**src/hw/sle_pkg.sv**
```systemverilog
// Shared constants and carriers of the enclosure LED serial transmitter
package sle_pkg;

  // Register bus geometry
  localparam int ADDR_W = 12;
  localparam int DATA_W = 32;

  // Register byte offsets
  localparam logic [ADDR_W-1:0] LOC_OFS = 12'h01C;     // Buffer location word
  localparam logic [ADDR_W-1:0] CTL_OFS = 12'h020;     // Transmit and reset control
  localparam logic [ADDR_W-1:0] VEND_OFS = 12'h024;    // Vendor pattern
  localparam logic [ADDR_W-1:0] ACTSEL_OFS = 12'h028;  // Hardware activity select
  localparam logic [ADDR_W-1:0] STAT_OFS = 12'h02C;    // Link state readback
  localparam logic [ADDR_W-1:0] MSG_HDR_OFS = 12'h580; // Message header word
  localparam logic [ADDR_W-1:0] MSG_LED_OFS = 12'h584; // LED message word

  // Buffer size in words, reported in the location word
  localparam logic [15:0] MSG_BUF_WORDS = 16'h0002;

  // Control field positions
  localparam int TRANSMIT_MESSAGE_BIT_BIT = 0;
  localparam int CTL_RST_BIT = 1;

  // Header layout
  localparam int HDR_MTYPE_LSB = 24;
  localparam int HDR_MSIZE_LSB = 8;
  localparam logic [3:0] MTYPE_LED = 4'h0;
  localparam logic [7:0] LED_MSG_BYTES = 8'h04;

  // LED message layout
  localparam int LED_HBA_LSB = 0;
  localparam int LED_PM_LSB = 8;
  localparam int LED_ACT_BIT = 16;
  localparam int LED_LOC_BIT = 19;
  localparam int LED_FLT_BIT = 22;

  // Reset values
  localparam logic [2:0] LED_RST = 3'h7;
  localparam logic [3:0] VEND_RST = 4'h0;
  localparam logic [7:0] ACTSEL_RST = 8'h00;
  localparam logic [DATA_W-1:0] MSG_RST = 32'h0000_0000;

  // Port counts
  localparam int NUM_PORTS = 8;
  localparam int LEDS_PER_PORT = 3;

  // Serial clock timing
  localparam int CLK_PERIOD_NS = 50;
  localparam int SCLK_PERIOD_NS = 400;
  localparam int SCLK_DIV = SCLK_PERIOD_NS / CLK_PERIOD_NS;
  localparam int SCLK_HALF = SCLK_DIV / 2;
  localparam logic [2:0] DIV_RISE = 3'(SCLK_HALF - 1);
  localparam logic [2:0] DIV_FALL = 3'(SCLK_DIV - 1);

  // Frame layout in serial clock periods
  localparam int LOAD_LOW_CYC = 5;
  localparam int VEND_BITS = 4;
  localparam int STREAM_BITS = 24;
  localparam logic [4:0] POS_LOAD = 5'(LOAD_LOW_CYC);
  localparam logic [4:0] POS_LAST = 5'(LOAD_LOW_CYC + STREAM_BITS - 1);
  localparam logic [4:0] VEND_LAST = 5'(VEND_BITS);
  localparam logic [4:0] STREAM_LAST = 5'(STREAM_BITS - 1);
  localparam logic [4:0] SEC_BASE = 5'h0C;
  localparam logic [4:0] SEC8_BITS = 5'h0C;
  localparam logic [4:0] SEC6_BITS = 5'h06;

  // Port configuration strap values
  localparam logic [1:0] CFG_4 = 2'h0;
  localparam logic [1:0] CFG_6 = 2'h1;
  localparam logic [1:0] CFG_8 = 2'h2;

  // Register bus request
  typedef struct packed {
    logic wr;
    logic rd;
    logic [ADDR_W-1:0] addr;
    logic [DATA_W-1:0] wdata;
  } sle_req_t;

  // Serial link pins, each with its output enable
  typedef struct packed {
    logic sclock;
    logic sclock_oe;
    logic sload;
    logic sload_oe;
    logic serial_led_out_primary;
    logic serial_led_out_primary_oe;
    logic serial_led_out_secondary;
    logic serial_led_out_secondary_oe;
  } sle_pins_t;

  // Sequencer states
  typedef enum logic [1:0] {
    ST_IDLE = 2'b01,
    ST_RUN = 2'b10
  } sle_state_t;

endpackage

```
**src/hw/sle_tx.sv**
```systemverilog
// The strobed register port and the placing of the registers are this design's own decisions.
`timescale 1ns/10ps
// Contract
// - Message buffer sits at byte 580h
// - Send after transmit bit; hardware clears it
// - Only LED messages; clock, load, data
// - Runs only in AHCI or RAID mode; ahci_mode gates only message take
// - Pins floating until first transmission
// - Load low five clocks before stream
// - Load high one clock, then vendor bits
// - Primary carries 24 bits, ports 0-7
// - Eight ports: secondary 12 bits, 12 floating
// - Six ports: secondary 6 bits, 18 floating
// - Four ports: secondary always floating
// - LED bits default high; hardware activity follows
// - Unimplemented ports send all ones
// - Platform reset floats pins asynchronously
// - Soft reset finishes stream, then floats
// - Header word then four-byte LED message
// - Non-LED type changes no LED state
// - Message names port; multiplier port zero
// - Slot keeps state until its next update
module sle_tx
  import sle_pkg::*;
(
  input wire logic clk,
  input wire logic rst,
  input wire sle_pkg::sle_req_t req,
  output logic [31:0] rdata,
  input wire logic ahci_mode,
  input wire logic hba_reset,
  input wire logic [1:0] port_cfg,
  input wire logic [7:0] ports_implemented,
  input wire logic [7:0] port_activity,
  output sle_pkg::sle_pins_t pins
);
  import sle_pkg::*;

  // Software visible state
  logic tm_r;                   // Transmit request pending
  logic stop_r;                 // Soft reset pending
  logic [3:0] vend_r;           // Vendor pattern
  logic [7:0] actsel_r;         // Activity LED driven by hardware
  logic [31:0] hdr_r;           // Message header word
  logic [31:0] msg_r;           // LED message word
  logic [31:0] rdata_r;         // Read data, one cycle after strobe

  // Per slot LED state, kept across frames
  logic [NUM_PORTS-1:0][2:0] led_r;

  // Link sequencer state
  sle_state_t st_r;             // Idle or running
  logic [2:0] div_r;            // Serial clock divider
  logic [4:0] pos_r;            // Bit position within frame
  logic sclk_r;                 // Serial clock level
  logic sload_r;                // Load level
  logic d0_r;                   // Primary data level
  logic d1_r;                   // Secondary data level
  logic d1oe_r;                 // Secondary data enable within frame
  logic drive_r;                // Link pins driven

  // Decoded strobes
  logic wr_ctl;
  logic take;                   // Message taken by hardware
  logic fall;                   // Serial clock falling edge now
  logic frame_end;              // Last falling edge of a frame
  logic hdr_is_led;
  logic msg_ok;
  logic [7:0] hba_port;

  // Next output levels for the coming bit period
  logic [4:0] npos;
  logic [4:0] k;
  logic ld_nxt;
  logic d0_nxt;
  logic d1_nxt;
  logic d1oe_nxt;

  // Effective LED stream, three bits per port in port order
  logic [STREAM_BITS-1:0] eff_v;

  // Control write decode
  assign wr_ctl = req.wr && (req.addr == CTL_OFS);

  // Header and message checks
  assign hdr_is_led = (hdr_r[HDR_MTYPE_LSB +: 4] == MTYPE_LED);
  assign hba_port = msg_r[LED_HBA_LSB +: 8];
  // Only slots without a multiplier exist here; other slots are dropped
  assign msg_ok = hdr_is_led && (hdr_r[HDR_MSIZE_LSB +: 8] == LED_MSG_BYTES)
    && (msg_r[LED_PM_LSB +: 8] == 8'h00) && (hba_port < 8'(NUM_PORTS));

  // Serial clock edges from the divider
  assign fall = (st_r == ST_RUN) && (div_r == DIV_FALL);
  assign frame_end = fall && (pos_r == POS_LAST);

  // Messages are taken only between frames so a frame never mixes old and new
  assign take = tm_r && !stop_r && ahci_mode
    && ((st_r == ST_IDLE) || frame_end);

  // Transmit request bit
  always_ff @(posedge clk or posedge rst)
  begin
    if (rst)
    begin
      tm_r <= 1'b0;
    end
    // Software set wins over the hardware clear in the same cycle
    else if (wr_ctl && req.wdata[TRANSMIT_MESSAGE_BIT_BIT])
    begin
      tm_r <= 1'b1;
    end
    else if (take)
    begin
      tm_r <= 1'b0;
    end
  end

  // Soft reset request, from the control bit or an HBA reset
  always_ff @(posedge clk or posedge rst)
  begin
    if (rst)
    begin
      stop_r <= 1'b0;
    end
    // New request wins over the completion clear
    else if ((wr_ctl && req.wdata[CTL_RST_BIT]) || hba_reset)
    begin
      stop_r <= 1'b1;
    end
    // Done once the link is floating again
    else if (st_r == ST_IDLE)
    begin
      stop_r <= 1'b0;
    end
  end

  // Plain configuration registers
  always_ff @(posedge clk or posedge rst)
  begin
    if (rst)
    begin
      vend_r <= VEND_RST;
      actsel_r <= ACTSEL_RST;
    end
    else if (req.wr)
    begin
      if (req.addr == VEND_OFS)
      begin
        vend_r <= req.wdata[3:0];
      end
      if (req.addr == ACTSEL_OFS)
      begin
        actsel_r <= req.wdata[7:0];
      end
    end
  end

  // Message buffer; software keeps it still while a request is pending
  always_ff @(posedge clk or posedge rst)
  begin
    if (rst)
    begin
      hdr_r <= MSG_RST;
      msg_r <= MSG_RST;
    end
    else if (req.wr)
    begin
      if (req.addr == MSG_HDR_OFS)
      begin
        hdr_r <= req.wdata;
      end
      if (req.addr == MSG_LED_OFS)
      begin
        msg_r <= req.wdata;
      end
    end
  end

  // Slot LED state, updated only by a valid LED message
  always_ff @(posedge clk or posedge rst)
  begin
    if (rst)
    begin
      led_r <= {NUM_PORTS{LED_RST}};
    end
    else if (take && msg_ok)
    begin
      // Other slots hold their state untouched
      led_r[hba_port[2:0]] <= {msg_r[LED_FLT_BIT], msg_r[LED_LOC_BIT],
        msg_r[LED_ACT_BIT]};
    end
  end

  // Stream image per port: activity, locate, fault
  for (genvar p = 0; p < NUM_PORTS; p++)
  begin : g_eff
    // Unimplemented ports always show all ones
    assign eff_v[p*LEDS_PER_PORT +: LEDS_PER_PORT] = !ports_implemented[p] ? LED_RST
      : {led_r[p][2:1], actsel_r[p] ? port_activity[p] : led_r[p][0]};
  end

  // Register read mux; unmapped addresses read zero
  always_ff @(posedge clk or posedge rst)
  begin
    if (rst)
    begin
      rdata_r <= 32'h0000_0000;
    end
    else if (req.rd)
    begin
      unique case (req.addr)
        // Word offset of the buffer above, its size below
        LOC_OFS: rdata_r <= {6'h00, MSG_HDR_OFS[11:2], MSG_BUF_WORDS};
        CTL_OFS: rdata_r <= {30'h0, stop_r, tm_r};
        VEND_OFS: rdata_r <= {28'h0, vend_r};
        ACTSEL_OFS: rdata_r <= {24'h0, actsel_r};
        STAT_OFS: rdata_r <= {24'h0, pos_r, sclk_r, drive_r, st_r == ST_RUN};
        MSG_HDR_OFS: rdata_r <= hdr_r;
        MSG_LED_OFS: rdata_r <= msg_r;
        default: rdata_r <= 32'h0000_0000;
      endcase
    end
    else
    begin
      rdata_r <= 32'h0000_0000;
    end
  end

  assign rdata = rdata_r;

  // Sequencer and serial clock divider
  always_ff @(posedge clk or posedge rst)
  begin
    if (rst)
    begin
      st_r <= ST_IDLE;
      div_r <= 3'h0;
      pos_r <= 5'h00;
      sclk_r <= 1'b0;
    end
    else
    begin
      unique case (st_r)
        // Floating; a first valid LED message starts the link
        ST_IDLE:
        begin
          div_r <= 3'h0;
          pos_r <= 5'h00;
          sclk_r <= 1'b0;
          if (take && msg_ok)
          begin
            st_r <= ST_RUN;
          end
        end
        // Frames repeat until a soft reset lets the current one end
        ST_RUN:
        begin
          div_r <= fall ? 3'h0 : 3'(div_r + 3'h1);
          if (div_r == DIV_RISE)
          begin
            sclk_r <= 1'b1;
          end
          if (fall)
          begin
            sclk_r <= 1'b0;
            pos_r <= npos;
            if (frame_end && stop_r)
            begin
              st_r <= ST_IDLE;
            end
          end
        end
        default:
        begin
          st_r <= ST_IDLE;
        end
      endcase
    end
  end

  // Position of the next bit period
  assign npos = ((st_r == ST_IDLE) || (pos_r == POS_LAST)) ? 5'h00 : 5'(pos_r + 5'h01);

  // Levels for the bit period at npos
  always_comb
  begin
    k = 5'(npos - POS_LOAD);
    ld_nxt = 1'b0;
    d0_nxt = 1'b0;
    d1_nxt = 1'b0;
    d1oe_nxt = (port_cfg != CFG_4);
    // Load low through the preamble
    if (npos >= POS_LOAD)
    begin
      // Load high on the first stream bit, then vendor bits
      if (k == 5'h00)
      begin
        ld_nxt = 1'b1;
      end
      else if (k <= VEND_LAST)
      begin
        ld_nxt = vend_r[2'(k - 5'h01)];
      end
      if (k <= STREAM_LAST)
      begin
        d0_nxt = eff_v[k];
      end
      // Secondary repeats the upper ports, then floats
      if ((port_cfg == CFG_8) && (k < SEC8_BITS))
      begin
        d1_nxt = eff_v[5'(k + SEC_BASE)];
      end
      else if ((port_cfg == CFG_6) && (k < SEC6_BITS))
      begin
        d1_nxt = eff_v[5'(k + SEC_BASE)];
      end
      else
      begin
        d1oe_nxt = 1'b0;
      end
    end
  end

  // Data and load change only at the falling edge of the serial clock
  always_ff @(posedge clk or posedge rst)
  begin
    if (rst)
    begin
      sload_r <= 1'b0;
      d0_r <= 1'b0;
      d1_r <= 1'b0;
      d1oe_r <= 1'b0;
    end
    // The first period is set up as the link starts, with clock low
    else if (fall || ((st_r == ST_IDLE) && take && msg_ok))
    begin
      sload_r <= ld_nxt;
      d0_r <= d0_nxt;
      d1_r <= d1_nxt;
      d1oe_r <= d1oe_nxt;
    end
  end

  // Pin drive; floats asynchronously on platform reset
  always_ff @(posedge clk or posedge rst)
  begin
    if (rst)
    begin
      drive_r <= 1'b0;
    end
    else if ((st_r == ST_IDLE) && take && msg_ok)
    begin
      drive_r <= 1'b1;
    end
    // Ends together with the last frame after a soft reset
    else if (frame_end && stop_r)
    begin
      drive_r <= 1'b0;
    end
  end

  // Pin bundle
  assign pins.sclock = sclk_r;
  assign pins.sclock_oe = drive_r;
  assign pins.sload = sload_r;
  assign pins.sload_oe = drive_r;
  assign pins.serial_led_out_primary = d0_r;
  assign pins.serial_led_out_primary_oe = drive_r;
  assign pins.serial_led_out_secondary = d1_r;
  // Only three signal kinds exist; the secondary line is optional
  assign pins.serial_led_out_secondary_oe = drive_r && d1oe_r;

endmodule // sle_tx

```
**config.mk**
```make
export PLATFORM = sky130hd
export DESIGN_NAME = sle_tx
export DESIGN_NICKNAME = d
export VERILOG_FILES = /design/src/hw/sle_pkg.sv /design/src/hw/sle_tx.sv
export SDC_FILE = /design/constraint.sdc
export NUM_CORES = 1
export LEC_CHECK = 0
export ABC_AREA = 1
export BUFFER_PORTS_ARGS = -buffer_cell sky130_fd_sc_hd__buf_4
export CORE_ASPECT_RATIO = 1.75
export CORE_MARGIN = 2
export CORE_UTILIZATION = 35
export CTS_CLUSTER_SIZE = 24
export DETAILED_ROUTE_END_ITERATION = 8
export HOLD_SLACK_MARGIN = 0.02
export SLEW_MARGIN = 0
export SYNTH_ARGS = -nofsm -noshare
export SYNTH_HDL_FRONTEND = slang
export SYNTH_SLANG_ARGS = --single-unit
```
**constraint.sdc**
```tcl
create_clock -name clk -period 16.36 [get_ports clk]
set_clock_uncertainty 0.1 [all_clocks]
set_input_delay 4.09 -clock clk [delete_from_list [all_inputs] [get_ports clk]]
set_output_delay 4.09 -clock clk [all_outputs]
set_load 0.03 [all_outputs]
```
Word-level counts from Yosys, hierarchy flattened

Index checks and enable logic that the tools add are counted.

Logic and storage cells: 154
Output and inout bits: 40
Register bits after elaboration: 150

Order comparisons: 11
Reduce and logical (&&, ||, !) cells: 39
Equality and inequality tests: 19
Mux-type cells: 56
$add $sub $neg: 5

Operator list:

| kind                                                                  | count |
|---|---|
| 32-bit case mux with 7 select lines                                   | 1 |
| 12-bit by 6-bit == test with 1-bit output (second input constant)     | 4 |
| 32-bit two-way mux                                                    | 1 |
| 1-bit two-way mux                                                     | 30 |
| 3-bit two-way mux                                                     | 10 |
| 24-bit bitwise mux                                                    | 1 |
| 12-bit by 11-bit == test with 1-bit output (second input constant)    | 2 |
| 1-bit logical AND                                                     | 19 |
| 12-bit by 5-bit == test with 1-bit output (second input constant)     | 1 |
| 5-bit by 6-bit < comparator with 1-bit output (second input constant) | 2 |
| 2-bit AND reduction                                                   | 6 |
| 1-bit binary-select mux with 5-bit select                             | 2 |
| 5-bit two-way mux                                                     | 2 |
| 5-bit case mux with 2 select lines                                    | 1 |
| 2-bit nonzero test                                                    | 5 |
| 3-bit demux with 3-bit select                                         | 1 |
| 8-bit by 3-bit == test with 1-bit output (second input constant)      | 1 |
| 8-bit logical NOT                                                     | 1 |
| 8-bit by 4-bit < comparator with 1-bit output (second input constant) | 1 |
| 2-bit two-way mux                                                     | 3 |
| 3-bit case mux with 2 select lines                                    | 1 |
| 5-bit by 1-bit adder with 5-bit output (second input constant)        | 1 |
| 5-bit by 4-bit adder with 5-bit output (second input constant)        | 1 |
| 5-bit == test (second input constant)                                 | 1 |
| other kinds (26)                                                      | 32 |

Longest topological paths before layout

Gate-level depths: netlist (run 1).

Depth after elaboration: 10
Depth in mapped cells: 19

Worst setup path after synthesis (run 1)

No wires, ideal clock.

Path kind: input-to-reg
Start: input req[43] in the netlist's numbering
End: register hdr_r[10]
Stages on the path: 9
Arrival time: 5171 ps
Setup slack: 10959 ps
Cells stage by stage: inv_1 nand2_1 nor4_2 nand2_1 clkinv_1 nand2_1 clkbuf_1 nand2_1 o21ai_0

Word-level cells in the longest chain between the ends: 2

Ends and longest elaborated chain:

| what                                       | RTL line      | RTL |
|---|---|---|
| from (decl)                                | sle_tx.sv:28  | `input wire sle_pkg::sle_req_t req,` |
| 12-bit by 11-bit == test with 1-bit output | sle_tx.sv:168 | `if (req.addr == MSG_HDR_OFS)` |
| 2-bit AND reduction (no source line)       | --            |  |
| to (signal assigned)                       | sle_tx.sv:170 | `hdr_r <= req.wdata;` |
| to (decl)                                  | sle_tx.sv:44  | `logic [31:0] hdr_r;` |

Every way passes these cells.
A chain may end at the register's enable or synchronous reset.

Worst setup path after layout (run 1)

Start: input req[43] in the netlist's numbering
End: register hdr_r[7]

Same word-level chain as after synthesis.

==> impl_metrics.csv, run 1 <==
group,metric,value,unit
floorplan,die_w,113,um
cts,cts_tree,"built",
cts,h-tree-depth,4,
synthesis,yosysUniqueCellTypes,39,
setup_path,r2r_end,"d1oe_r",
cts,cts-hold-fix-buffers,0,
floorplan,die_y,195,um
floorplan,die_area,0.0220,mm^2
setup_path,rr_startpoint,"pos_r[0]",
layout,area_growth,22.0,%
sta,worst_pin_slew,1.02,ns
setup_path,r2r_cells,14,
layout,fillers,2097,
sta,slew_viol_final,0,
detailed_routing,drt_iter0_markers,359,
global_route,grt_max_degree,86,
setup_path,crit_path_max_incr_delay,0.67,ns
setup_path,crit_type,"in -> reg",
cts,clkSlewWorstSetupHoldPaths,0.06,ns
global_route,antenna_found_initial,0,
floorplan,io_pins,108,
synthesis,yosysWarnings,0,
synthesis,synth_nets,979,
sta,setup_viol,0,
floorplan,num_rows,69,
cts,root_buffer,"clkbuf_16",
setup_path,crit_path_cell_trace,"buf_4 > inv_1 > nand2_1 > nor4_2 > nand2_1 > clkinv_1 > buf_4 > nand2_2 > o21ai_0",
global_route,grt_pass1_wl,32000,um
layout,nNetsFinal,1075,
place,placed_cells,1223,
detailed_routing,drt-total-wl,19800,um
setup_path,critPathCaptureType,"flop",
setup_path,setup.worst_path.start,"req[43]",
power,vdd_ir_drop_max,0.0648,mV
setup_path,cp.arrival,6.37,ns
sta,finalSetupTns,0,ns
sta,hold_viol,0,
setup_path,endpoint,"hdr_r[7]",
floorplan,core,0.0204,mm^2
sta,finalCritPeriodShare,37.6,%
cts,clk_latency,0.43,ns
detailed_routing,vias,6274,
cts,cts_resized,0,
global_route,overflow,0,
power,p_leak,4.18,nW
detailed_routing,via_per_inst,5.00,
synthesis,ys_ff_latch,150,
place,gp_congestion,0.882,
floorplan,start_util,35.7,%
global_route,grt_pass1_vias,6226,
sta,fmax,0.163,GHz
hold_path,hp-class,"reg -> reg",
setup_path,cp_data_required_time,16.58,ns
sta,rsz0062_at_grt,"no",
synthesis,yosysSeqAreaShare,52.0,%
setup_path,regToRegSetupSlack,12.81,ns
cts,cts_buffers,17,
synthesis,syn-mean-instance-area,8.10,um^2
synthesis,synthCells,898,
layout,final-seq-area,0.00378,mm^2
sta,slew_headroom,31.9,%
layout,n_antenna_cell,0,
place,portBuffers,107,
sta,fin_crit,6.15,ns
outcome,status,"finished, violations left",
layout,drive_gt1_share,19.4,%
cts,cts_setup_buffers,0,
synthesis,syn_area,0.00727,mm^2
cts,clock_path_buffers,2,
detailed_routing,antenna_left,0,
setup_path,critPathLaunchType,"input port",
layout,multiInputGateArea,0.00290,mm^2
global_route,track_usage,18.7,%
detailed_routing,drc,4,
cts,cts.sinks,150,
run,cap_violations,0,
setup_path,critPathMaxFanout,64,
detailed_routing,avgRoutedWirePerCell,15.8,um
detailed_routing,first_pass_iters,7,
power,powerDensity,93.7,mW/mm^2
outcome,violations,"DRC",
setup_path,crit_slowest_cell,"nand2_2",
place,hpwlAfterDp,14500,um
layout,stdcell_count,1255,
==> critical path, delay by kind of cell <==
| kind | cells | cell delay (ns) |
|---|---|---|
| compound gates | 1 | 0.42 |
| buf+inv | 4 | 0.58 |
| simple gates | 4 | 1.25 |
==> cells in the final DEF (no fill, tap or decap), types with 2 or more instances in the layout <==
cell          n
o211ai_1      4
a31oi_1       3
inv_1       102
dfstp_2      25
nand3_2       4
nand2_2       8
a21oi_1      35
dfrtp_1     125
bufinv_16     4
nand2_1     262
nand3_1      59
inv_2         3
ha_1         13
nor2_1       46
o21ai_0     121
clkinvlp_4    5
clkinv_1      2
clkbuf_16    17
clkinv_4      3
nor4_1        2
nand4_1      13
o21ai_1       4
or2_2         2
nand3b_1      2
nor2_4        3
nand2_4       2
inv_6         3
nor3_1        3
o22ai_1      10
buf_4       111
==> registers in the layout (all words and copies together) (netlist names), 2 cells and up <==
name / count
hdr_r: 32
msg_r: 32
rdata: 32
led_r: 24
actsel_r: 8
pos_r: 5
vend_r: 4
div_r: 3
st_r: 2
==> metrics by stage <==
stage	total power [mW]	util [%]	instance area (um^2)	hold slack, ns	worst slack (ns)
after global routing	0.856	43.5	8870	0.402	9.90
after CTS	0.839	43.5	8870	0.379	10.23
after floorplan	0.397	-	7270	0.350	8.17
final	0.831	43.5	8870	0.382	10.21
after global placement	0.418	40.5	8240	0.362	9.85
after detailed placement	0.418	40.5	8240	0.367	9.79
==> cell families after synthesis <==
family,count (synthesis),synth area share [%]
simple gates,410,24.5
compound gates,182,13.1
fa+ha+maj,13,2.24
flops,150,52.0
buf+inv,143,8.17
==> final cells by class <==
class                           instances  area share (%)
Inverter                              109            4.68
Multi-Input combinational cell        605            32.7
Timing Repair Buffer                  111            9.39
Clock inverter                         14            2.27
Clock buffer                           18            4.84
Sequential cell                       150            42.7
Tap cell                              248            3.50
==> synth_stat cells (all sizes together) <==
| cell | instances | area, um^2 |
|---|---|---|
| inv | 106 | 398 |
| a31oi | 3 | 18.8 |
| o211ai | 4 | 30.0 |
| o21ai | 125 | 626 |
| nand3b | 3 | 35.0 |
| clkinv | 3 | 12.5 |
| dfstp | 25 | 657 |
| nand4 | 13 | 81.3 |
| clkbuf | 14 | 52.6 |
| nand2 | 272 | 1050 |
| a211oi | 1 | 7.51 |
| nor3 | 4 | 25.0 |
| dfrtp | 125 | 3130 |
| a21boi | 2 | 15.0 |
| a21oi | 36 | 184 |
| o221ai | 1 | 8.76 |
| or2 | 3 | 18.8 |
| nor2 | 49 | 206 |
| nand3 | 63 | 335 |
| buf | 20 | 131 |
| ha | 13 | 163 |
| o22ai | 10 | 62.6 |
| nor4 | 3 | 25.0 |
==> layer usage <==
layer / vias up / routed length [um] / share of wire (%) / global-route usage [%]
met5: - / 0 / 0 / 0
met4: 0 / 548 / 2.8 / 7.63
met3: 35 / 618 / 3.1 / 3.02
met2: 144 / 11200 / 56 / 35.4
met1: 3004 / 7480 / 38 / 20.2
li1: 3091 / - / - / -
==> worst min path at each step <==
stage	start	end	slack [ns]	cells past startpoint
2_1_floorplan	d1_r	d1_r	0.35	2
3_3_place_gp	led_r[8]	led_r[8]	0.36	2
3_5_place_dp	led_r[8]	led_r[8]	0.37	2
4_1_cts	led_r[8]	led_r[8]	0.38	2
5_1_grt	led_r[8]	led_r[8]	0.40	2
6_report	d1_r	d1_r	0.38	2
==> where the power goes <==
group	total, mW	internal (mW)	switching [mW]
clock network	0.420	0.257	0.164
logic	0.0370	0.0151	0.0218
registers	0.374	0.373	0.00106
total	0.831	0.645	0.187
Note: power is estimated with default switching activity, not from simulation.
==> run 2, diff against run 1 <==
- clock period: 16.36 -> 5.2 ns (I/O delays scaled with it)
==> impl_metrics.csv, run 2 (same netlist as run 1, synthesis figures left out) <==
group,metric,value,unit
layout,nNetsFinal,1078,
detailed_routing,wl_met3,535,um
setup_path,crit_path_cell_trace,"inv_1 > ha_1 > nand2_1 > inv_1 > nand2_4 > nand3_2 > ha_1 > nand3b_4 > nand2_2 > inv_2 > ha_1 > inv_1 > nand3_1 > nand2_1 > nand2_1 > nand3_1 > nand2_1",
sta,slew_headroom,36.0,%
place,placed_area,0.00829,mm^2
sta,hold_viol,0,
floorplan,die_y,195,um
setup_path,critPathMaxFanout,19,
detailed_routing,routedLengthMet1,7520,um
power,p_sw,561,uW
setup_path,setup.worst_path.start,"pos_r[1]",
floorplan,die_area,0.0220,mm^2
detailed_routing,vias,6173,
layout,postLayoutCoreUtil,43.8,%
setup_path,r2r_end,"d1_r",
power,netSwitchingFraction,21.2,%
outcome,status,"finished, violations left",
sta,hold_ws,0.373,ns
global_route,antenna_found_initial,0,
cts,clock_path_buffers,2,
sta,finalSetupTns,0,ns
sta,setup_viol,0,
cts,clkSlewWorstSetupHoldPaths,0.06,ns
setup_path,crit_slowest_cell,"dfrtp_1",
floorplan,core,0.0204,mm^2
hold_path,hold_start,"led_r[8]",
place,hpwlAfterDp,14800,um
cts,root_buffer,"clkbuf_16",
layout,drive_gt1_share,19.6,%
setup_path,regToRegSetupSlack,1.95,ns
power,internal_power,2.08,mW
cts,cts.sinks,150,
detailed_routing,drt-total-wl,20200,um
layout,stdcell_count,1258,
sta,fin_crit,3.25,ns
layout,fillers,2104,
setup_path,rr_startpoint,"pos_r[1]",
global_route,overflow,0,
detailed_routing,drt_iter0_markers,325,
cts,cts_resized,0,
floorplan,start_util,35.7,%
place,gp_congestion,0.865,
detailed_routing,drc,7,
setup_path,crit_type,"reg -> reg",
layout,final_common_cell,"nand2_1",
floorplan,die_w,113,um
layout,final_area,0.00893,mm^2
setup_path,cp.arrival,3.48,ns
cts,cts_buffers,17,
detailed_routing,wl_met2,11200,um
power,comb_power_share,4.4,%
global_route,grt_max_degree,151,
global_route,grt_pass1_vias,6292,
sta,rsz0062_at_grt,"no",
setup_path,crit_path_max_incr_delay,0.40,ns
power,power_frac_clock,51.1,%
setup_path,critPathCaptureType,"flop",
cts,clk_latency,0.43,ns
detailed_routing,top_layer_used,"met4",
detailed_routing,first_pass_iters,8,
hold_path,whs_path_depth,2,
outcome,violations,"DRC",
cts,cts-hold-fix-buffers,0,
floorplan,io_pins,108,
sta,slew_viol_final,0,
place,portBuffers,107,
place,placed_cells,1226,
power,powerDensity,296,mW/mm^2
cts,h-tree-depth,4,
cts,cts_tree,"built",
detailed_routing,via_per_inst,4.91,
setup_path,critPathLaunchType,"flop",
power,p_leak,4.23,nW
detailed_routing,antenna_left,0,
hold_path,hp-class,"reg -> reg",
hold_path,hold_end,"led_r[8]",
setup_path,r2r_cells,17,
power,vdd_ir_drop_max,0.208,mV
layout,final_cell_mix,"nand2_1, dfrtp_1, o21ai_0",
sta,worst_pin_slew,0.960,ns
floorplan,num_rows,69,
setup_path,crit_path_frequent_cell,"nand2_1",
setup_path,cp_data_required_time,5.43,ns
detailed_routing,avgRoutedWirePerCell,16.1,um
global_route,track_usage,19.2,%
global_route,grt_pass1_wl,32500,um
sta,fmax,0.308,GHz
layout,n_antenna_cell,0,
layout,area_growth,22.8,%
cts,cts_setup_buffers,0,
sta,finalCritPeriodShare,62.5,%
power,pwr-share-seq,44.5,%
run,cap_violations,0,
-- run 2: power groups by stage --
stage | Clock (mW) | Combinational (mW) | Sequential, mW
5_1_grt | 1.42 | 0.132 | 1.18
2_1_floorplan | 0 | 0.0541 | 1.20
3_5_place_dp | 0 | 0.120 | 1.20
4_1_cts | 1.38 | 0.120 | 1.18
3_3_place_gp | 0 | 0.119 | 1.20
6_report | 1.35 | 0.117 | 1.18
-- run 2: stage by stage --
stage               setup WS, ns  total power, mW
CTS                         1.94             2.68
floorplan                   1.93             1.25
finish                      1.95             2.64
global placement            1.51             1.32
detailed placement          1.53             1.32
global route                1.69             2.73
-- run 2: cell type report --
class | count | area (um^2) | area share, %
clock inverter | 13 | 203 | 2.27
timing repair buffer | 114 | 881 | 9.86
clock buffer | 19 | 443 | 4.96
sequential | 150 | 3780 | 42.4
inverter | 109 | 414 | 4.64
tap | 248 | 310 | 3.47
multi-input combinational | 605 | 2900 | 32.4
-- run 2: worst max path at each step --
stage | slack, ns | depth (start not counted) | to
final | 1.95 | 17 | d1_r
after global routing | 1.69 | 17 | d1_r
after floorplan | 1.93 | 1 | actsel_r[0]
after CTS | 1.94 | 17 | d1_r
after detailed placement | 1.53 | 9 | rdata[25]
after global placement | 1.51 | 9 | rdata[25]
-- run 2: worst max-delay path, delay by kind of cell, from the launching register on --
kind                     cells  cell delay, ns
AND/OR/NAND/NOR             10            1.33
adder cells (fa/ha/maj)      3            0.92
flip-flops                   1            0.40
buffers and inverters        4            0.38
-- run 2: layer usage --
layer | track usage, % | vias up
li1 | - | 3095
met1 | 20.6 | 2907
met4 | 11.5 | 0
met5 | 0 | -
met3 | 2.65 | 45
met2 | 35.1 | 126
==> run 3, diff against run 2 <==
- clock period: 5.2 -> 2.9 ns (I/O delays scaled with it)
==> impl_metrics.csv, run 3 (same netlist as run 1, synthesis figures left out) <==
group,metric,value,unit
place,gp_congestion,0.904,
layout,final_cell_mix,"nand2_1, dfrtp_1, o21ai_0, buf_4, inv_1",
floorplan,die_w,113,um
setup_path,crit_path_max_incr_delay,0.39,ns
detailed_routing,drt-total-wl,20200,um
sta,slew_viol_final,0,
setup_path,crit_slowest_cell,"dfrtp_1",
cts,clkSlewWorstSetupHoldPaths,0.06,ns
power,pwr-share-seq,47.0,%
layout,multiInputGateArea,0.00291,mm^2
sta,fin_crit,2.61,ns
cts,clk_latency,0.43,ns
setup_path,critPathMaxFanout,10,
detailed_routing,antenna_left,0,
global_route,grt_pass1_vias,6151,
floorplan,die_area,0.0220,mm^2
cts,root_buffer,"clkbuf_16",
setup_path,crit_path_frequent_cell,"nand2_1",
detailed_routing,avgRoutedWirePerCell,16.0,um
hold_path,hp-class,"in -> async",
detailed_routing,vias,6215,
sta,slew_headroom,61.7,%
layout,area_growth,23.2,%
cts,cts_buffers,17,
setup_path,cp_top_family,"simple AND/OR/NAND/NOR gates",
setup_path,critPathLaunchType,"flop",
setup_path,critPathCaptureType,"flop",
power,internal_power,3.50,mW
setup_path,rr_startpoint,"pos_r[0]",
sta,rsz0062_at_grt,"no",
cts,cts.sinks,150,
layout,n_antenna_cell,0,
place,hpwlAfterDp,15200,um
power,power_frac_clock,48.2,%
setup_path,crit_type,"reg -> reg",
cts,clock_path_buffers,2,
power,netSwitchingFraction,22.1,%
layout,final_common_cell,"nand2_1",
sta,finalSetupTns,0,ns
floorplan,num_rows,69,
power,p_sw,990,uW
cts,h-tree-depth,4,
global_route,grt_pass1_wl,32400,um
cts,cts_tree,"built",
setup_path,crit_path_cell_trace,"inv_1 > ha_1 > nand2_1 > nor2_1 > nor2_2 > buf_6 > nand2_1 > inv_1 > nand2_1 > nand2_2 > nand2_2 > ha_1 > inv_1 > nand3_1 > nand2_1 > nand2_1 > nand3_1 > nand2_1",
sta,setup_viol,0,
power,powerDensity,501,mW/mm^2
global_route,overflow,0,
power,comb_power_share,4.8,%
global_route,track_usage,19.0,%
layout,drive_gt1_share,20.5,%
sta,worst_pin_slew,0.575,ns
floorplan,die_y,195,um
sta,hold_viol,0,
global_route,grt_max_degree,71,
power,vdd_ir_drop_max,0.356,mV
sta,finalCritPeriodShare,89.9,%
outcome,status,"finished, violations left",
detailed_routing,via_per_inst,4.90,
layout,fillers,2075,
detailed_routing,drt_iter0_markers,268,
setup_path,setup.worst_path.start,"pos_r[0]",
detailed_routing,drc,7,
setup_path,cp.arrival,2.83,ns
setup_path,cp_data_required_time,3.12,ns
outcome,violations,"DRC",
sta,fmax,0.383,GHz
run,cap_violations,0,
setup_path,path_buf_inv,4,
layout,final-seq-area,0.00378,mm^2
power,p_leak,4.25,nW
floorplan,core,0.0204,mm^2
global_route,antenna_found_initial,0,
floorplan,start_util,35.7,%
place,portBuffers,107,
place,placed_area,0.00838,mm^2
detailed_routing,first_pass_iters,7,
layout,nNetsFinal,1089,
floorplan,io_pins,108,
layout,final_area,0.00896,mm^2
## run 3: cell types whose count changed in the layout (fill, tap and decap cells not counted), sizes merged
| cell | delta |
|---|---|
| bufinv | -3 |
| inv | -1 |
| clkinv | +2 |
| clkinvlp | -2 |
| buf | +11 |
| clkbuf | +3 |
## run 3: stage by stage
step | util, % | hold WS, ns | worst slack [ns] | power [mW] | cells
3_5_place_dp | 41.1 | 0.367 | 0.210 | 2.37 | 1237
2_1_floorplan | - | 0.350 | 0.107 | 2.24 | 898
6_report | 44.0 | 0.206 | 0.292 | 4.49 | 1268
4_1_cts | 43.9 | 0.206 | 0.229 | 4.53 | 1268
3_3_place_gp | 41.1 | 0.360 | 0.255 | 2.37 | 1237
5_1_grt | 44.0 | 0.218 | 0.0362 | 4.64 | 1268
## run 3: worst paths after layout
check | end | slack, ns | cells past startpoint
setup / recovery | d1_r | 0.29 | 18
hold / removal | rdata[17] | 0.21 | 2
setup reg to reg | d1_r | 0.29 | 18
hold reg to reg | d1_r | 0.38 | 2
max in group asynchronous | st_r[0] | 1.75 | 3
min in group clk | d1_r | 0.38 | 2
## run 3: layout make-up
cell class                 instances  share of cell area (%)
timing repair buffer             125                    10.9
sequential                       150                    42.2
multi-input combinational        605                    32.4
tap                              248                    3.46
clock inverter                     9                    1.14
clock buffer                      22                    5.18
inverter                         109                    4.62
## run 3: timing repair
action,4_1_cts,5_1_grt
hold buffers,0,0
gates resized for setup,0,4
endpoints found under the hold margin,0,0
setup endpoints to repair,0,2
setup buffers,0,0
## run 3: power groups by stage
stage	clock network, mW	logic [mW]	registers, mW
after floorplan	0	0.0969	2.14
after global placement	0	0.221	2.15
after detailed placement	0	0.222	2.15
after CTS	2.20	0.222	2.11
after global routing	2.29	0.245	2.11
final	2.16	0.217	2.11
## run 3: worst reg2reg max path: cells and delay by family, from the launching register on
family	cells	cell delay [ns]
AND/OR/NAND/NOR	12	0.99
adder cells (fa/ha/maj)	2	0.55
buffers and inverters	4	0.46
flip-flops	1	0.39
## run 3: layer usage
| layer | up-vias | track usage (%) | part of all wire (%) |
|---|---|---|---|
| met5 | - | 0 | 0 |
| met4 | 0 | 8.54 | 3.9 |
| met3 | 36 | 2.99 | 2.5 |
| met2 | 123 | 35.5 | 56 |
| met1 | 2936 | 20.9 | 37 |
| li1 | 3120 | - | - |
